--- src/lpc_pkg.sv ---
/*
  constants for the segment lcd port and frame control block.
  assumes an 8-bit register port on the core clock.
*/
// What this block does
// - duty bits pick static, 1/2, 1/3, 1/4
// - static expand: commons four to two copy one
// - half duty expand: four copies three, two copies one
// - third duty expand: common four non-selected
// - group field sets top 8/16/24/32 segments
// - expansion bit with group field zero turns top four into expansion
// - frame clock: subclock /1,/2,/4 or system /2../256
// - display bit clear shows blank segments
// - run bit clear halts controller
// - supply bit switches drive supply
package lpc_pkg;
  // ----------------------------------------------------------------
  // register map
  // ----------------------------------------------------------------
  localparam logic [7:0] ADDR_PORT_CTRL = 8'hc0;
  localparam logic [7:0] ADDR_CTRL = 8'hc1;
  localparam logic [7:0] RST_PORT_CTRL = 8'h00;
  localparam logic [7:0] RST_CTRL = 8'h80;
  localparam logic [7:0] CTRL_FIXED_MASK = 8'h80;
  // ----------------------------------------------------------------
  // port control fields
  // ----------------------------------------------------------------
  localparam int DUTY_POS = 6;
  localparam int COMMON_EXPAND_POS = 5;
  localparam int EXPANSION_PIN_SELECT_POS = 4;
  localparam int SEG_GROUP_POS = 0;
  // ----------------------------------------------------------------
  // control fields
  // ----------------------------------------------------------------
  localparam int DRIVE_SUPPLY_ON_POS = 6;
  localparam int CONTROLLER_RUN_POS = 5;
  localparam int SHOW_RAM_DATA_POS = 4;
  localparam int FRAME_CLOCK_SOURCE_POS = 3;
  localparam int FRAME_DIVIDER_POS = 0;
  // duty codes
  localparam logic [1:0] DUTY_STATIC = 2'h0;
  localparam logic [1:0] DUTY_HALF = 2'h1;
  localparam logic [1:0] DUTY_THIRD = 2'h2;
  localparam logic [1:0] DUTY_QUARTER = 2'h3;
  localparam int SEG_COUNT = 32;
endpackage : lpc_pkg

--- src/lpc_divider.sv ---
/*
  frame clock divider: free counter, tick per selected ratio.
  assumes the subclock tick is already in the core clock domain.
*/
`timescale 1ns/1ps
`default_nettype none
module lpc_divider #(
  parameter int WIDTH = 8
) (
  input wire logic i_clk,
  input wire logic i_rst,
  input wire logic i_ce,
  input wire logic i_run,
  input wire logic i_sub_tick,
  input wire logic i_source_sys,
  input wire logic [2:0] i_div_sel,
  output logic o_tick
);
  logic [WIDTH-1:0] cnt_ff;
  logic [WIDTH-1:0] nxt_cnt;
  logic tick_ff;
  logic nxt_tick;
  logic [WIDTH-1:0] mask;

  // ----------------------------------------------------------------
  // ratio selection
  // ----------------------------------------------------------------
  // mask of low counter bits; all ones means a full period
  always_comb begin
    nxt_cnt = cnt_ff;
    nxt_tick = 1'b0;
    mask = '0;
    if (i_source_sys) begin
      mask = WIDTH'((16'h0002 << i_div_sel) - 16'h0001);
      if (i_run) begin
        nxt_cnt = cnt_ff + 1'b1;
        nxt_tick = ((cnt_ff & mask) == mask);
      end
    end else begin
      // subclock /1, /2 or /4
      case (i_div_sel[1:0])
        2'h0: mask = '0;
        2'h1: mask = WIDTH'(1);
        default: mask = WIDTH'(3);
      endcase
      if (i_run && i_sub_tick) begin
        nxt_cnt = cnt_ff + 1'b1;
        nxt_tick = ((cnt_ff & mask) == mask);
      end
    end
  end

  // registers
  always_ff @(posedge i_clk or posedge i_rst) begin
    if (i_rst) begin
      cnt_ff <= '0;
      tick_ff <= 1'b0;
    end else if (i_ce) begin
      cnt_ff <= nxt_cnt;
      tick_ff <= nxt_tick;
    end
  end

  assign o_tick = tick_ff;
endmodule : lpc_divider
`default_nettype wire

--- src/lpc_top.sv ---
/*
  lcd port control and frame control registers, common and segment
  pin function decode, frame phase generation.
  assumes a plain register port on I_CORE_CLK and a subclock pin.
*/
// Implementation choice: the strobed register port.
`timescale 1ns/1ps
`default_nettype none
module lpc_top (
  input wire logic I_CORE_CLK,
  input wire logic I_RST,
  input wire logic I_CE,
  input wire logic [7:0] I_ADDR,
  input wire logic [7:0] I_WDATA,
  input wire logic I_WR,
  input wire logic I_RD,
  input wire logic I_SUBCLK,
  output logic [7:0] O_RDATA,
  output logic [3:0] O_COM_EN,
  output logic [3:0] O_COM_SEL,
  output logic [3:0] O_COM_NONSEL,
  output logic [31:0] O_SEG_EN,
  output logic O_EXPANSION_EN,
  output logic O_BLANK,
  output logic O_RUN,
  output logic O_DRIVE_SUPPLY_ON,
  output logic O_FRAME_TICK,
  output logic [1:0] O_PHASE
);
  logic [7:0] port_ctrl_ff;
  logic [7:0] nxt_port_ctrl;
  logic [6:0] ctrl_ff;
  logic [6:0] nxt_ctrl;
  logic [7:0] rdata_ff;
  logic [7:0] nxt_rdata;
  logic sub_s1_ff;
  logic sub_s2_ff;
  logic sub_s3_ff;
  logic sub_tick;
  logic frame_tick;
  logic [1:0] phase_ff;
  logic [1:0] nxt_phase;
  logic [3:0] com_en_ff;
  logic [3:0] nxt_com_en;
  logic [3:0] com_sel_ff;
  logic [3:0] nxt_com_sel;
  logic [3:0] com_nonsel_ff;
  logic [3:0] nxt_com_nonsel;
  logic [31:0] seg_en_ff;
  logic [31:0] nxt_seg_en;
  logic exp_en_ff;
  logic nxt_exp_en;
  logic blank_ff;
  logic run_ff;
  logic supply_ff;
  logic tick_ff;
  logic [1:0] duty;
  logic common_expand;
  logic expansion_pin_select;
  logic [3:0] segment_group_select;

  // number of top segment groups of four enabled by the group field
  function automatic logic [3:0] seg_groups(input logic [3:0] code);
    case (code[3:1])
      3'h0: seg_groups = 4'h0;
      3'h1: seg_groups = 4'h2;
      3'h2: seg_groups = 4'h4;
      3'h3: seg_groups = 4'h6;
      default: seg_groups = 4'h8;
    endcase
  endfunction : seg_groups

  assign duty = port_ctrl_ff[lpc_pkg::DUTY_POS +: 2];
  assign common_expand = port_ctrl_ff[lpc_pkg::COMMON_EXPAND_POS];
  assign expansion_pin_select =
    port_ctrl_ff[lpc_pkg::EXPANSION_PIN_SELECT_POS];
  assign segment_group_select = port_ctrl_ff[lpc_pkg::SEG_GROUP_POS +: 4];

  // ----------------------------------------------------------------
  // register port
  // ----------------------------------------------------------------
  // writes and one-cycle-late read data
  always_comb begin
    nxt_port_ctrl = port_ctrl_ff;
    nxt_ctrl = ctrl_ff;
    nxt_rdata = 8'h00;
    if (I_WR && I_ADDR == lpc_pkg::ADDR_PORT_CTRL) begin
      nxt_port_ctrl = I_WDATA;
    end
    if (I_WR && I_ADDR == lpc_pkg::ADDR_CTRL) begin
      nxt_ctrl = I_WDATA[6:0];
    end
    if (I_RD) begin
      case (I_ADDR)
        lpc_pkg::ADDR_PORT_CTRL: nxt_rdata = port_ctrl_ff;
        lpc_pkg::ADDR_CTRL: nxt_rdata = lpc_pkg::CTRL_FIXED_MASK | {1'b0, ctrl_ff};
        default: nxt_rdata = 8'h00;
      endcase
    end
  end

  always_ff @(posedge I_CORE_CLK or posedge I_RST) begin
    if (I_RST) begin
      port_ctrl_ff <= lpc_pkg::RST_PORT_CTRL;
      ctrl_ff <= lpc_pkg::RST_CTRL[6:0];
      rdata_ff <= 8'h00;
    end else if (I_CE) begin
      port_ctrl_ff <= nxt_port_ctrl;
      ctrl_ff <= nxt_ctrl;
      rdata_ff <= nxt_rdata;
    end
  end

  // ----------------------------------------------------------------
  // subclock synchroniser and edge
  // ----------------------------------------------------------------
  always_ff @(posedge I_CORE_CLK or posedge I_RST) begin
    if (I_RST) begin
      sub_s1_ff <= 1'b0;
      sub_s2_ff <= 1'b0;
      sub_s3_ff <= 1'b0;
    end else if (I_CE) begin
      sub_s1_ff <= I_SUBCLK;
      sub_s2_ff <= sub_s1_ff;
      sub_s3_ff <= sub_s2_ff;
    end
  end
  assign sub_tick = sub_s2_ff & ~sub_s3_ff;

  // frame clock divider
  lpc_divider #(
    .WIDTH(8)
  ) u_div (
    .i_clk(I_CORE_CLK),
    .i_rst(I_RST),
    .i_ce(I_CE),
    .i_run(ctrl_ff[lpc_pkg::CONTROLLER_RUN_POS]),
    .i_sub_tick(sub_tick),
    .i_source_sys(ctrl_ff[lpc_pkg::FRAME_CLOCK_SOURCE_POS]),
    .i_div_sel(ctrl_ff[lpc_pkg::FRAME_DIVIDER_POS +: 3]),
    .o_tick(frame_tick)
  );

  // ----------------------------------------------------------------
  // common phase and pin decode
  // ----------------------------------------------------------------
  always_comb begin
    nxt_phase = phase_ff;
    nxt_com_en = 4'h0;
    nxt_com_sel = 4'h0;
    nxt_com_nonsel = 4'h0;
    nxt_seg_en = 32'h0;
    nxt_exp_en = 1'b0;
    // phase steps once per frame tick, wraps at duty count
    if (!ctrl_ff[lpc_pkg::CONTROLLER_RUN_POS]) begin
      nxt_phase = 2'h0;
    end else if (frame_tick) begin
      nxt_phase = (phase_ff >= duty) ? 2'h0 : phase_ff + 2'h1;
    end
    case (duty)
      lpc_pkg::DUTY_STATIC: begin
        nxt_com_en = common_expand ? 4'hf : 4'h1;
        nxt_com_sel = common_expand ? 4'hf : 4'h1;
      end
      lpc_pkg::DUTY_HALF: begin
        nxt_com_en = common_expand ? 4'hf : 4'h3;
        nxt_com_sel[0] = (phase_ff == 2'h0);
        nxt_com_sel[1] = (phase_ff == 2'h1);
        if (common_expand) begin
          nxt_com_sel[2] = (phase_ff == 2'h1);
          nxt_com_sel[1] = (phase_ff == 2'h0);
          nxt_com_sel[3] = (phase_ff == 2'h1);
        end
      end
      lpc_pkg::DUTY_THIRD: begin
        nxt_com_en = common_expand ? 4'hf : 4'h7;
        nxt_com_sel[0] = (phase_ff == 2'h0);
        nxt_com_sel[1] = (phase_ff == 2'h1);
        nxt_com_sel[2] = (phase_ff == 2'h2);
        nxt_com_nonsel[3] = common_expand;
      end
      default: begin
        nxt_com_en = 4'hf;
        nxt_com_sel = 4'h1 << phase_ff;
      end
    endcase
    // segment groups, counted down from the top pin
    for (int g = 0; g < 8; g++) begin
      if (!expansion_pin_select &&
          (7 - g) < int'(seg_groups(segment_group_select))) begin
        nxt_seg_en[g*4 +: 4] = 4'hf;
      end
    end
    // expansion takes the top four pins when field is zero
    if (expansion_pin_select && segment_group_select == 4'h0) begin
      nxt_exp_en = 1'b1;
    end
  end

  always_ff @(posedge I_CORE_CLK or posedge I_RST) begin
    if (I_RST) begin
      phase_ff <= 2'h0;
      com_en_ff <= 4'h0;
      com_sel_ff <= 4'h0;
      com_nonsel_ff <= 4'h0;
      seg_en_ff <= 32'h0;
      exp_en_ff <= 1'b0;
      blank_ff <= 1'b1;
      run_ff <= 1'b0;
      supply_ff <= 1'b0;
      tick_ff <= 1'b0;
    end else if (I_CE) begin
      phase_ff <= nxt_phase;
      com_en_ff <= nxt_com_en;
      com_sel_ff <= nxt_com_sel;
      com_nonsel_ff <= nxt_com_nonsel;
      seg_en_ff <= nxt_seg_en;
      exp_en_ff <= nxt_exp_en;
      blank_ff <= ~ctrl_ff[lpc_pkg::SHOW_RAM_DATA_POS];
      run_ff <= ctrl_ff[lpc_pkg::CONTROLLER_RUN_POS];
      supply_ff <= ctrl_ff[lpc_pkg::DRIVE_SUPPLY_ON_POS];
      tick_ff <= frame_tick;
    end
  end

  // outputs straight from flip-flops
  assign O_RDATA = rdata_ff;
  assign O_COM_EN = com_en_ff;
  assign O_COM_SEL = com_sel_ff;
  assign O_COM_NONSEL = com_nonsel_ff;
  assign O_SEG_EN = seg_en_ff;
  assign O_EXPANSION_EN = exp_en_ff;
  assign O_BLANK = blank_ff;
  assign O_RUN = run_ff;
  assign O_DRIVE_SUPPLY_ON = supply_ff;
  assign O_FRAME_TICK = tick_ff;
  assign O_PHASE = phase_ff;
endmodule : lpc_top
`default_nettype wire

--- config.mk ---
export PLATFORM = sky130hd
export DESIGN_NAME = lpc_top
export DESIGN_NICKNAME = d
export VERILOG_FILES = /design/src/lpc_pkg.sv /design/src/lpc_divider.sv /design/src/lpc_top.sv
export SDC_FILE = /design/constraint.sdc
export NUM_CORES = 1
export LEC_CHECK = 0
export BUFFER_PORTS_ARGS = -buffer_cell sky130_fd_sc_hd__buf_4
export CORE_MARGIN = 2
export CORE_UTILIZATION = 30
export CTS_CLUSTER_SIZE = 28
export DETAILED_ROUTE_END_ITERATION = 7
export SYNTH_ARGS = -nofsm -noshare
export SYNTH_HDL_FRONTEND = slang
export SYNTH_SLANG_ARGS = --single-unit
--- constraint.sdc ---
create_clock -name I_CORE_CLK -period 2.8 [get_ports I_CORE_CLK]
set_input_delay 0.14 -clock I_CORE_CLK [delete_from_list [all_inputs] [get_ports I_CORE_CLK]]
set_output_delay 0.14 -clock I_CORE_CLK [all_outputs]
set_load 0.02 [all_outputs]
==> summary.md, run 1 <==
| Metric | Value |
|---|---|
| FP Rows | `35` |
| Setup crit start kind | `flip-flop` |
| Global-route wire length before repair | `10000 µm` |
| Clock Sinks | `55` |
| Met3 WL post-DR | `501 µm` |
| Vias in the first global route | `2043` |
| Top FF cell, synth | `dfrtp_1` |
| Total grt overflow | `0` |
| Antenna violations before repair | `0` |
| Final hold vios | `0` |
| Reg2Reg Depth | `7` |
| Leak Pwr | `1.67 nW` |
| Via/cell ratio | `4.66` |
| Die Y-Extent | `103 µm` |
| Clock Tree Buf Depth | `2` |
| Crit Reg-Reg Startpoint | `ctrl_ff[2]` |
| TritonCTS Buffers | `5` |
| Tot Pwr | `1.55 mW` |
| WL/cell | `13.7 µm` |
| CP required | `3.03 ns` |
| Hold Startpoint | `I_SUBCLK` |
| Seq cells post-synth | `55` |
| Hold Path Depth | `2` |
| Layout Utilization | `0.376` |
| RePlAce Congestion | `0.811` |
| CP Capture Type | `flip-flop` |
| Via count of the routed design | `2130` |
| Max Used Layer | `met4` |
| Worst vdd ir | `0.000216 V` |
| Total placed cells including tap cells | `448` |
| DR iter-0 viols | `104` |
| Area contributors post-synth | `dfrtp_1 (46%), mux2_2 (8.5%), buf_4 (8.0%)` |
| Fraction of layout cells with a size suffix above 1 | `0.360` |
| Post-CTS Setup Inserts | `0` |
| Met1 WL | `2840 µm` |
| Hold Path Sink | `sub_s1_ff` |
| Detailed placement HPWL | `4540 µm` |
| Non-Filler Instances | `457` |
| FF-to-FF End | `u_div.o_tick` |
| Async SR Flop Fraction | `1.00` |
| Hold slack | `0.0485 ns` |
| Post-route setup slack | `0.729 ns` |
| Min Clock Period, post-route | `2.07 ns` |
| WL met2 | `2800 µm` |
| Total die area | `10500 µm²` |
| Power Dens Cells | `442 nW/µm²` |
| Rel. slew slack | `0.554` |
| GRT Total Usage | `0.122` |
| Htree depth | `2` |
| Achievable clock frequency | `0.483 GHz` |
| Mapped Cells | `279` |
| Routed Antenna Nets | `0` |
| Mean post-synth cell area | `10.4 µm²` |
| 1st-pass router iterations | `4` |
| N_diodes | `0` |
| Worst-margin pin slew | `0.668 ns` |
| # DRC | `0` |
| Final Net Count | `361` |
| Period utilization | `0.740` |
| YS warnings | `0` |
| Commonest non-fill, non-tap cell in the layout | `buf_4` |
| Post-synthesis cell area | `2910 µm²` |
| Pre-CTS setup slack | `0.745 ns` |
| Final TNS setup | `0 ns` |
| Worst min path class | `in -> reg` |
| Seq/Total Area, Yosys | `0.473` |
| Initial Utilization | `0.312` |
| Design area | `3510 µm²` |
| RSZ-0062 raised after global routing | `false` |
| Most frequent cells in the layout | `buf_4 (79), dfrtp_1 (54), inv_1 (25), mux2_2 (22), nor2_1 (16)` |
| CTS tree | `done` |
| Total wire length | `6250 µm` |
| EDFF count, synth | `0` |
| Status | `complete, no violations` |
| Port buffer count | `77` |
| Post-DP Area | `3400 µm²` |
| Critical path arrival | `2.30 ns` |
| I/O pin total | `81` |
| P&R area growth vs syn | `20.4%` |
| CP max FO | `11` |
| Max-cap violations | `0` |
| Die width | `103 µm` |
| Final Slew Violations | `0` |
| Clk root buf | `clkbuf_8` |
| Clock transition at the registers of the reported paths | `0.11 ns` |
| Clk_lat worst skew | `0.31 ns` |
| CTS resizes | `0` |
| Largest net degree at the start of global routing | `48` |
| Reg-to-reg slack, setup | `0.73 ns` |
| Synth cell types | `48` |
| Critical path type | `reg -> reg` |
| # setup viols final | `0` |
| Yosys top cell by area | `dfrtp_1` |
| Yosys top cell area share | `0.464` |
| Clock skew | `0.00745 ns` |
| Core Box Area | `9330 µm²` |
## sequential cells by signal (all words and copies together), names as in the netlist
register	cells
port_ctrl_ff	8
O_COM_NONSEL	1
O_EXPANSION_EN	1
O_RDATA	8
ctrl_ff	7
O_COM_SEL	4
sub_s2_ff	1
sub_s3_ff	1
O_BLANK	1
u_div.o_tick	1
O_RUN	1
sub_s1_ff	1
O_PHASE	2
O_COM_EN	4
O_SEG_EN	4
u_div.cnt_ff	8
O_DRIVE_SUPPLY_ON	1
O_FRAME_TICK	1
## how the worst max path moves through the flow
stage / to / startpoint / cells after the start / slack (ns)
CTS: u_div.o_tick / ctrl_ff[2] / 7 / 0.75
finish: u_div.o_tick / ctrl_ff[2] / 7 / 0.73
floorplan: u_div.o_tick / ctrl_ff[2] / 8 / 0.86
global placement: u_div.o_tick / ctrl_ff[2] / 7 / 0.88
detailed placement: u_div.o_tick / ctrl_ff[2] / 7 / 0.74
global route: u_div.o_tick / ctrl_ff[2] / 7 / 0.57
## cells in the mapped netlist, types with 2 or more instances
| master | count |
|---|---|
| o21a_1 | 2 |
| nor2_1 | 16 |
| o22ai_1 | 13 |
| nor4bb_1 | 2 |
| clkbuf_1 | 4 |
| or3_1 | 2 |
| a31oi_1 | 2 |
| nand2_1 | 11 |
| o31ai_1 | 3 |
| ha_1 | 12 |
| xnor2_1 | 4 |
| a21oi_1 | 13 |
| xor2_1 | 4 |
| nand2b_1 | 5 |
| nand4_1 | 4 |
| dfrtp_1 | 54 |
| nor3_1 | 2 |
| buf_1 | 3 |
| mux2_2 | 22 |
| buf_4 | 31 |
| inv_1 | 26 |
| nor2b_1 | 2 |
| a22oi_1 | 7 |
| clkbuf_2 | 2 |
| o21ai_0 | 10 |
## worst max-delay path, stage by stage, from the launching register on
cell and delay [ns]:
dfrtp_1 0.49, or3_1 0.44, ha_1 0.30, nor2_1 0.05, a311oi_1 0.20, o31a_1 0.17, o21ai_0 0.08, o31ai_1 0.24
## power by group
group	internal [mW]	switching, mW	leakage, nW
combinational	0.101	0.126	0.892
sequential	0.823	0.0309	0.734
clock	0.185	0.286	0.0491
## cell families after synthesis
logic type | share of synthesized area
AOI/OAI and AO/OA | 0.125
muxes | 0.0885
other | 0.00129
buffers and inverters | 0.128
and+or+nand+nor | 0.109
adders and majority gates | 0.0515
DFF | 0.473
xor gates and xnor gates | 0.0240
## metal layers
metal / GRT usage / vias up
met4: 0.0410 / 0
met1: 0.160 / 1006
met5: 0 / -
met3: 0.0312 / 11
li1: - / 1025
met2: 0.199 / 88
## layout make-up
type / count / area, µm²
clock buffer: 5 / 68.8
clock inverter: 3 / 26.3
inverter: 26 / 97.6
multi-input combinational: 159 / 1170
timing repair buffer: 80 / 603
sequential: 55 / 1380
tap: 129 / 161
fill: 950 / 5820
## what timing repair did
item,in CTS,in global routing
hold buffers,1,0
hold endpoints to repair,29,0
setup endpoints to repair,0,0
(Power assumes the default switching activity.)
==> run 2, diff against run 1 <==
- clock period: 2.8 -> 2.1 ns (I/O delays scaled with it)
==> summary.md, run 2 (synthesis results as in run 1) <==
| Metric | Value |
|---|---|
| Setup crit start kind | `flip-flop` |
| Layout Utilization | `0.384 (+0.00765)` |
| Total grt overflow | `0 (unchanged)` |
| Power Dens Cells | `609 nW/µm² (+38%)` |
| Post-DP Area | `3440 µm² (+1.1%)` |
| Rel. slew slack | `0.496 (-0.0587)` |
| FP Rows | `35 (unchanged)` |
| Total wire length | `6280 µm (+0.53%)` |
| Pre-CTS setup slack | `0.160 ns (-0.584 ns)` |
| Clock Sinks | `55 (unchanged)` |
| I/O pin total | `81 (unchanged)` |
| Global-route wire length before repair | `9860 µm (-1.4%)` |
| Total die area | `10500 µm² (unchanged)` |
| Min Clock Period, post-route | `1.98 ns (-0.0946 ns)` |
| Antenna violations before repair | `0 (unchanged)` |
| Core Box Area | `9330 µm² (unchanged)` |
| Worst vdd ir | `0.000408 V (+89%)` |
| Final hold vios | `0 (unchanged)` |
| Period utilization | `0.941 (+0.202)` |
| Clock Tree Buf Depth | `2 (unchanged)` |
| Hold slack | `0.0190 ns (-0.0296 ns)` |
| Critical path arrival | `2.21 ns (-0.09 ns)` |
| Die Y-Extent | `103 µm (unchanged)` |
| Met3 usage | `0.0305 (-0.000678)` |
| P&R area growth vs syn | `22.8%` |
| Clock transition at the registers of the reported paths | `0.11 ns (about the same)` |
| Clock skew | `0.0106 ns (+0.00319 ns)` |
| Routed Antenna Nets | `0 (unchanged)` |
| GRT Total Usage | `0.120 (-0.00265)` |
| Initial Utilization | `0.312 (unchanged)` |
| CP required | `2.34 ns (-0.69 ns)` |
| 1st-pass router iterations | `4 (unchanged)` |
| Via count of the routed design | `2111 (-0.89%)` |
| Port buffer count | `77 (unchanged)` |
| TritonCTS Buffers | `5 (unchanged)` |
| Final Net Count | `367 (+1.7%)` |
| Fraction of layout cells with a size suffix above 1 | `0.374 (+0.0145)` |
| Achievable clock frequency | `0.506 GHz (+4.8%)` |
| Worst min path class | `in -> reg` |
| CP max FO | `5 (-6)` |
| # DRC | `0 (unchanged)` |
| Clk root buf | `clkbuf_8` |
| Die width | `103 µm (unchanged)` |
| Via/cell ratio | `4.56 (-2.2%)` |
| CTS tree | `done` |
| Most frequent cells in the layout | `buf_4 (85), dfrtp_1 (54), inv_1 (25), mux2_2 (22), nor2_1 (16)` |
| Grt met1 use | `0.166 (+0.00656)` |
| Final Slew Violations | `0 (unchanged)` |
| Commonest non-fill, non-tap cell in the layout | `buf_4` |
| Clk_lat worst skew | `0.32 ns (about the same)` |
| Post-route setup slack | `0.124 ns (-0.605 ns)` |
| Leak Pwr | `1.71 nW (+2.3%)` |
| Htree depth | `2 (unchanged)` |
| RePlAce Congestion | `0.806 (-0.57%)` |
| WL/cell | `13.6 µm (-0.77%)` |
| N_diodes | `0 (unchanged)` |
| Global route hottest layer | `met2` |
| Reg2Reg Depth | `7 (unchanged)` |
| Largest net degree at the start of global routing | `37 (-23%)` |
| CP Capture Type | `flip-flop` |
| Hold Path Depth | `2 (unchanged)` |
| Max-cap violations | `0 (unchanged)` |
| Detailed placement HPWL | `4610 µm (+1.5%)` |
| Critical path type | `reg -> reg` |
| Met2 Use GR | `0.183 (-0.0156)` |
| Status | `complete, no violations` |
| DR iter-0 viols | `116 (+12%)` |
| Fillers | `939 (-1.2%)` |
| # setup viols final | `0 (unchanged)` |
| Design area | `3580 µm² (+2.0%)` |
| Worst-margin pin slew | `0.755 ns (+0.0879 ns)` |
| Final TNS setup | `0 ns (unchanged)` |
| Vias in the first global route | `1985 (-2.8%)` |
## run 2: cell count changes in the layout (fill, tap and decap cells not counted)
cell / previous run / this run
a311oi_1: 1 / 0
clkinvlp_4: 0 / 1
bufinv_16: 0 / 1
clkinv_4: 1 / 0
inv_6: 2 / 1
a311oi_2: 0 / 1
buf_4: 79 / 85
## run 2: critical path, cell delays in order, from the launching register on
cell and delay, ns:
dfrtp_1 0.43, or3_1 0.39, ha_1 0.29, xor2_1 0.25, o22ai_1 0.13, a21oi_1 0.15
nor2_1 0.05, o31ai_1 0.21
## run 2: power breakdown
group | internal, mW | switching (mW) | total [mW]
registers | 1.10 | 0.0395 | 1.14
logic | 0.137 | 0.173 | 0.310
clock network | 0.360 | 0.373 | 0.733
total | 1.59 | 0.586 | 2.18
## run 2: what timing repair did
action,in CTS,in global routing
hold buffers,1,0
setup endpoints to repair,0,1
setup buffers,0,1
hold endpoints to repair,33,0
gates resized for setup,0,1
## run 2: layout make-up
type | instances | area, µm² | share of cell area
flip-flops and latches | 55 | 1380 | 0.385
multi-input cells | 159 | 1180 | 0.329
repair buffers | 86 | 648 | 0.181
well taps | 129 | 161 | 0.0451
inverters | 26 | 97.6 | 0.0273
clock buffers | 5 | 68.8 | 0.0192
clock inverters | 3 | 46.3 | 0.0129
## run 2: final timing paths
check,from,endpoint,slack [ns]
max reg2reg,ctrl_ff[1],u_div.o_tick,0.12
min,I_SUBCLK,sub_s1_ff,0.02
min reg2reg,ctrl_ff[4],O_BLANK,0.46
max,ctrl_ff[1],u_div.o_tick,0.12
min in group asynchronous,I_RST,O_COM_EN[0],0.48
max in group asynchronous,I_RST,sub_s1_ff,0.96
## run 2: metrics by stage
stage | cells | total power [mW]
3_5_place_dp | 453 | 1.47
5_1_grt | 463 | 2.29
6_report | 463 | 2.18
4_1_cts | 462 | 2.21
2_1_floorplan | 281 | 1.36
3_3_place_gp | 453 | 1.46
## run 2: layer usage
layer	part of all wire	wire [µm]
met1	0.48	3000
met5	0	0
met3	0.063	398
met2	0.44	2780
met4	0.017	106
==> run 3, diff against run 2 <==
- clock period: 2.1 -> 1.75 ns (I/O delays scaled with it)
==> summary.md, run 3 (synthesis results as in run 1) <==
| Metric | Value |
|---|---|
| Global-route wire length before repair | `10100 µm (+2.1%)` |
| Met3 WL post-DR | `342 µm (-14%)` |
| Critical path arrival | `2.06 ns (-0.15 ns)` |
| Hold Startpoint | `I_WDATA[7]` |
| CP required | `1.98 ns (-0.36 ns)` |
| Htree depth | `2 (unchanged)` |
| DR iter-0 viols | `92 (-21%)` |
| Reg2Reg Depth | `7 (unchanged)` |
| Met1 WL | `2910 µm (-2.8%)` |
| Worst vdd ir | `0.000298 V (-27%)` |
| Achievable clock frequency | `0.546 GHz (+8.0%)` |
| Reg-to-reg slack, setup | `-0.08 ns (-0.20 ns)` |
| Min Clock Period, post-route | `1.83 ns (-0.146 ns)` |
| Most frequent cells in the layout | `buf_4 (89), dfrtp_1 (54), inv_1 (25), mux2_2 (22), nor2_1 (14)` |
| 1st-pass router iterations | `4 (unchanged)` |
| Via count of the routed design | `2164 (+2.5%)` |
| CP max FO | `2 (-3)` |
| TritonCTS Buffers | `5 (unchanged)` |
| Tot Pwr | `2.47 mW (+13%)` |
| Max Used Layer | `met4` |
| Violated checks | `negative setup slack` |
| Final Net Count | `372 (+1.4%)` |
| Die Y-Extent | `103 µm (unchanged)` |
| Pre-CTS setup slack | `-0.152 ns (-0.312 ns)` |
| N_diodes | `0 (unchanged)` |
| Status | `finished with violations` |
| # setup viols final | `1 (+1)` |
| Largest net degree at the start of global routing | `34 (-8.1%)` |
| Via/cell ratio | `4.62 (+1.4%)` |
| Clock Tree Buf Depth | `2 (unchanged)` |
| Die width | `103 µm (unchanged)` |
| Hold Path Sink | `port_ctrl_ff[7]` |
| GRT Total Usage | `0.122 (+0.00207)` |
| Clk_lat worst skew | `0.31 ns (about the same)` |
| Clk root buf | `clkbuf_8` |
| Core Box Area | `9330 µm² (unchanged)` |
| RePlAce Congestion | `0.784 (-2.8%)` |
| WL/cell | `13.3 µm (-1.9%)` |
| Power Dens Cells | `680 nW/µm² (+12%)` |
| CTS tree | `done` |
| Layout Utilization | `0.390 (+0.00617)` |
| Worst min path class | `in -> reg` |
| Total wire length | `6230 µm (-0.84%)` |
| Crit Reg-Reg Startpoint | `ctrl_ff[1]` |
| Final hold vios | `0 (unchanged)` |
| Setup crit start kind | `flip-flop` |
| FP Rows | `35 (unchanged)` |
| Critical path type | `reg -> reg` |
| Total grt overflow | `0 (unchanged)` |
| Routed Antenna Nets | `0 (unchanged)` |
| P&R area growth vs syn | `24.8%` |
| Clock transition at the registers of the reported paths | `0.11 ns (about the same)` |
| Post-route setup slack | `-0.0804 ns (-0.204 ns)` |
| Clock skew | `0.0104 ns (-0.000247 ns)` |
| Initial Utilization | `0.312 (unchanged)` |
| Total die area | `10500 µm² (unchanged)` |
| I/O pin total | `81 (unchanged)` |
| Final Slew Violations | `0 (unchanged)` |
| Fraction of layout cells with a size suffix above 1 | `0.395 (+0.0210)` |
| Leak Pwr | `1.74 nW (+1.3%)` |
| Hold slack | `0.0130 ns (-0.00602 ns)` |
| Hold Path Depth | `2 (unchanged)` |
| FF-to-FF End | `u_div.o_tick` |
| Clock Sinks | `55 (unchanged)` |
| Period utilization | `1.05 (+0.105)` |
| Port buffer count | `77 (unchanged)` |
| Commonest non-fill, non-tap cell in the layout | `buf_4` |
| Antenna violations before repair | `0 (unchanged)` |
| CP Capture Type | `flip-flop` |
| Detailed placement HPWL | `4730 µm (+2.6%)` |
| Vias in the first global route | `2052 (+3.4%)` |
| WL met2 | `2870 µm (+3.2%)` |
| RSZ-0062 raised after global routing | `true` |
| Post-CTS Setup Inserts | `0 (unchanged)` |
| # DRC | `0 (unchanged)` |
| Max-cap violations | `0 (unchanged)` |
## run 3: per-stage QoR
stage               cell area [µm²]  setup TNS (ns)  std cells
floorplan                      2930          -0.142        281
global placement               3500         -0.0638        459
detailed placement             3500          -0.152        459
CTS                            3600         -0.0973        468
global route                   3640          -0.186        468
finish                         3640         -0.0804        468
## run 3: repair_timing
item	4_1_cts	5_1_grt
gates resized for setup	0	6
endpoints found under the hold margin	54	0
endpoints found under the setup margin	1	3
hold buffers	1	0
pin swaps	1	0
## run 3: metal layers
layer  GRT usage  vias up
li1            -     1046
met1       0.166     1049
met2       0.191       61
met3      0.0312        8
met4      0.0369        0
met5           0        -
## run 3: worst max-delay path by stage
stage                           from           end  cells past startpoint
after global placement    ctrl_ff[1]  u_div.o_tick                      7
after global routing      ctrl_ff[1]  u_div.o_tick                      7
after CTS                 ctrl_ff[1]  u_div.o_tick                      7
after detailed placement  ctrl_ff[1]  u_div.o_tick                      7
final                     ctrl_ff[1]  u_div.o_tick                      7
after floorplan           ctrl_ff[2]  u_div.o_tick                      8
## run 3: worst max-delay path, cell delays in order (launching register included)
cell and delay, ns:
dfrtp_1 0.39, or3_4 0.40, ha_4 0.27, nor2_2 0.03, a311oi_1 0.22, o31a_1 0.17
o21ai_1 0.06, o31ai_1 0.22
## run 3: final cells by class
type	instances	area [µm²]
Timing Repair Buffer	91	698
Inverter	26	97.6
Clock inverter	3	22.5
Sequential cell	55	1380
Multi-Input combinational cell	159	1210
Fill cell	922	5690
Clock buffer	5	68.8
Tap cell	129	161
## run 3: where the power goes
part	switching, mW	internal (mW)
logic	0.210	0.177
registers	0.0473	1.32
clock network	0.433	0.288
total	0.690	1.78
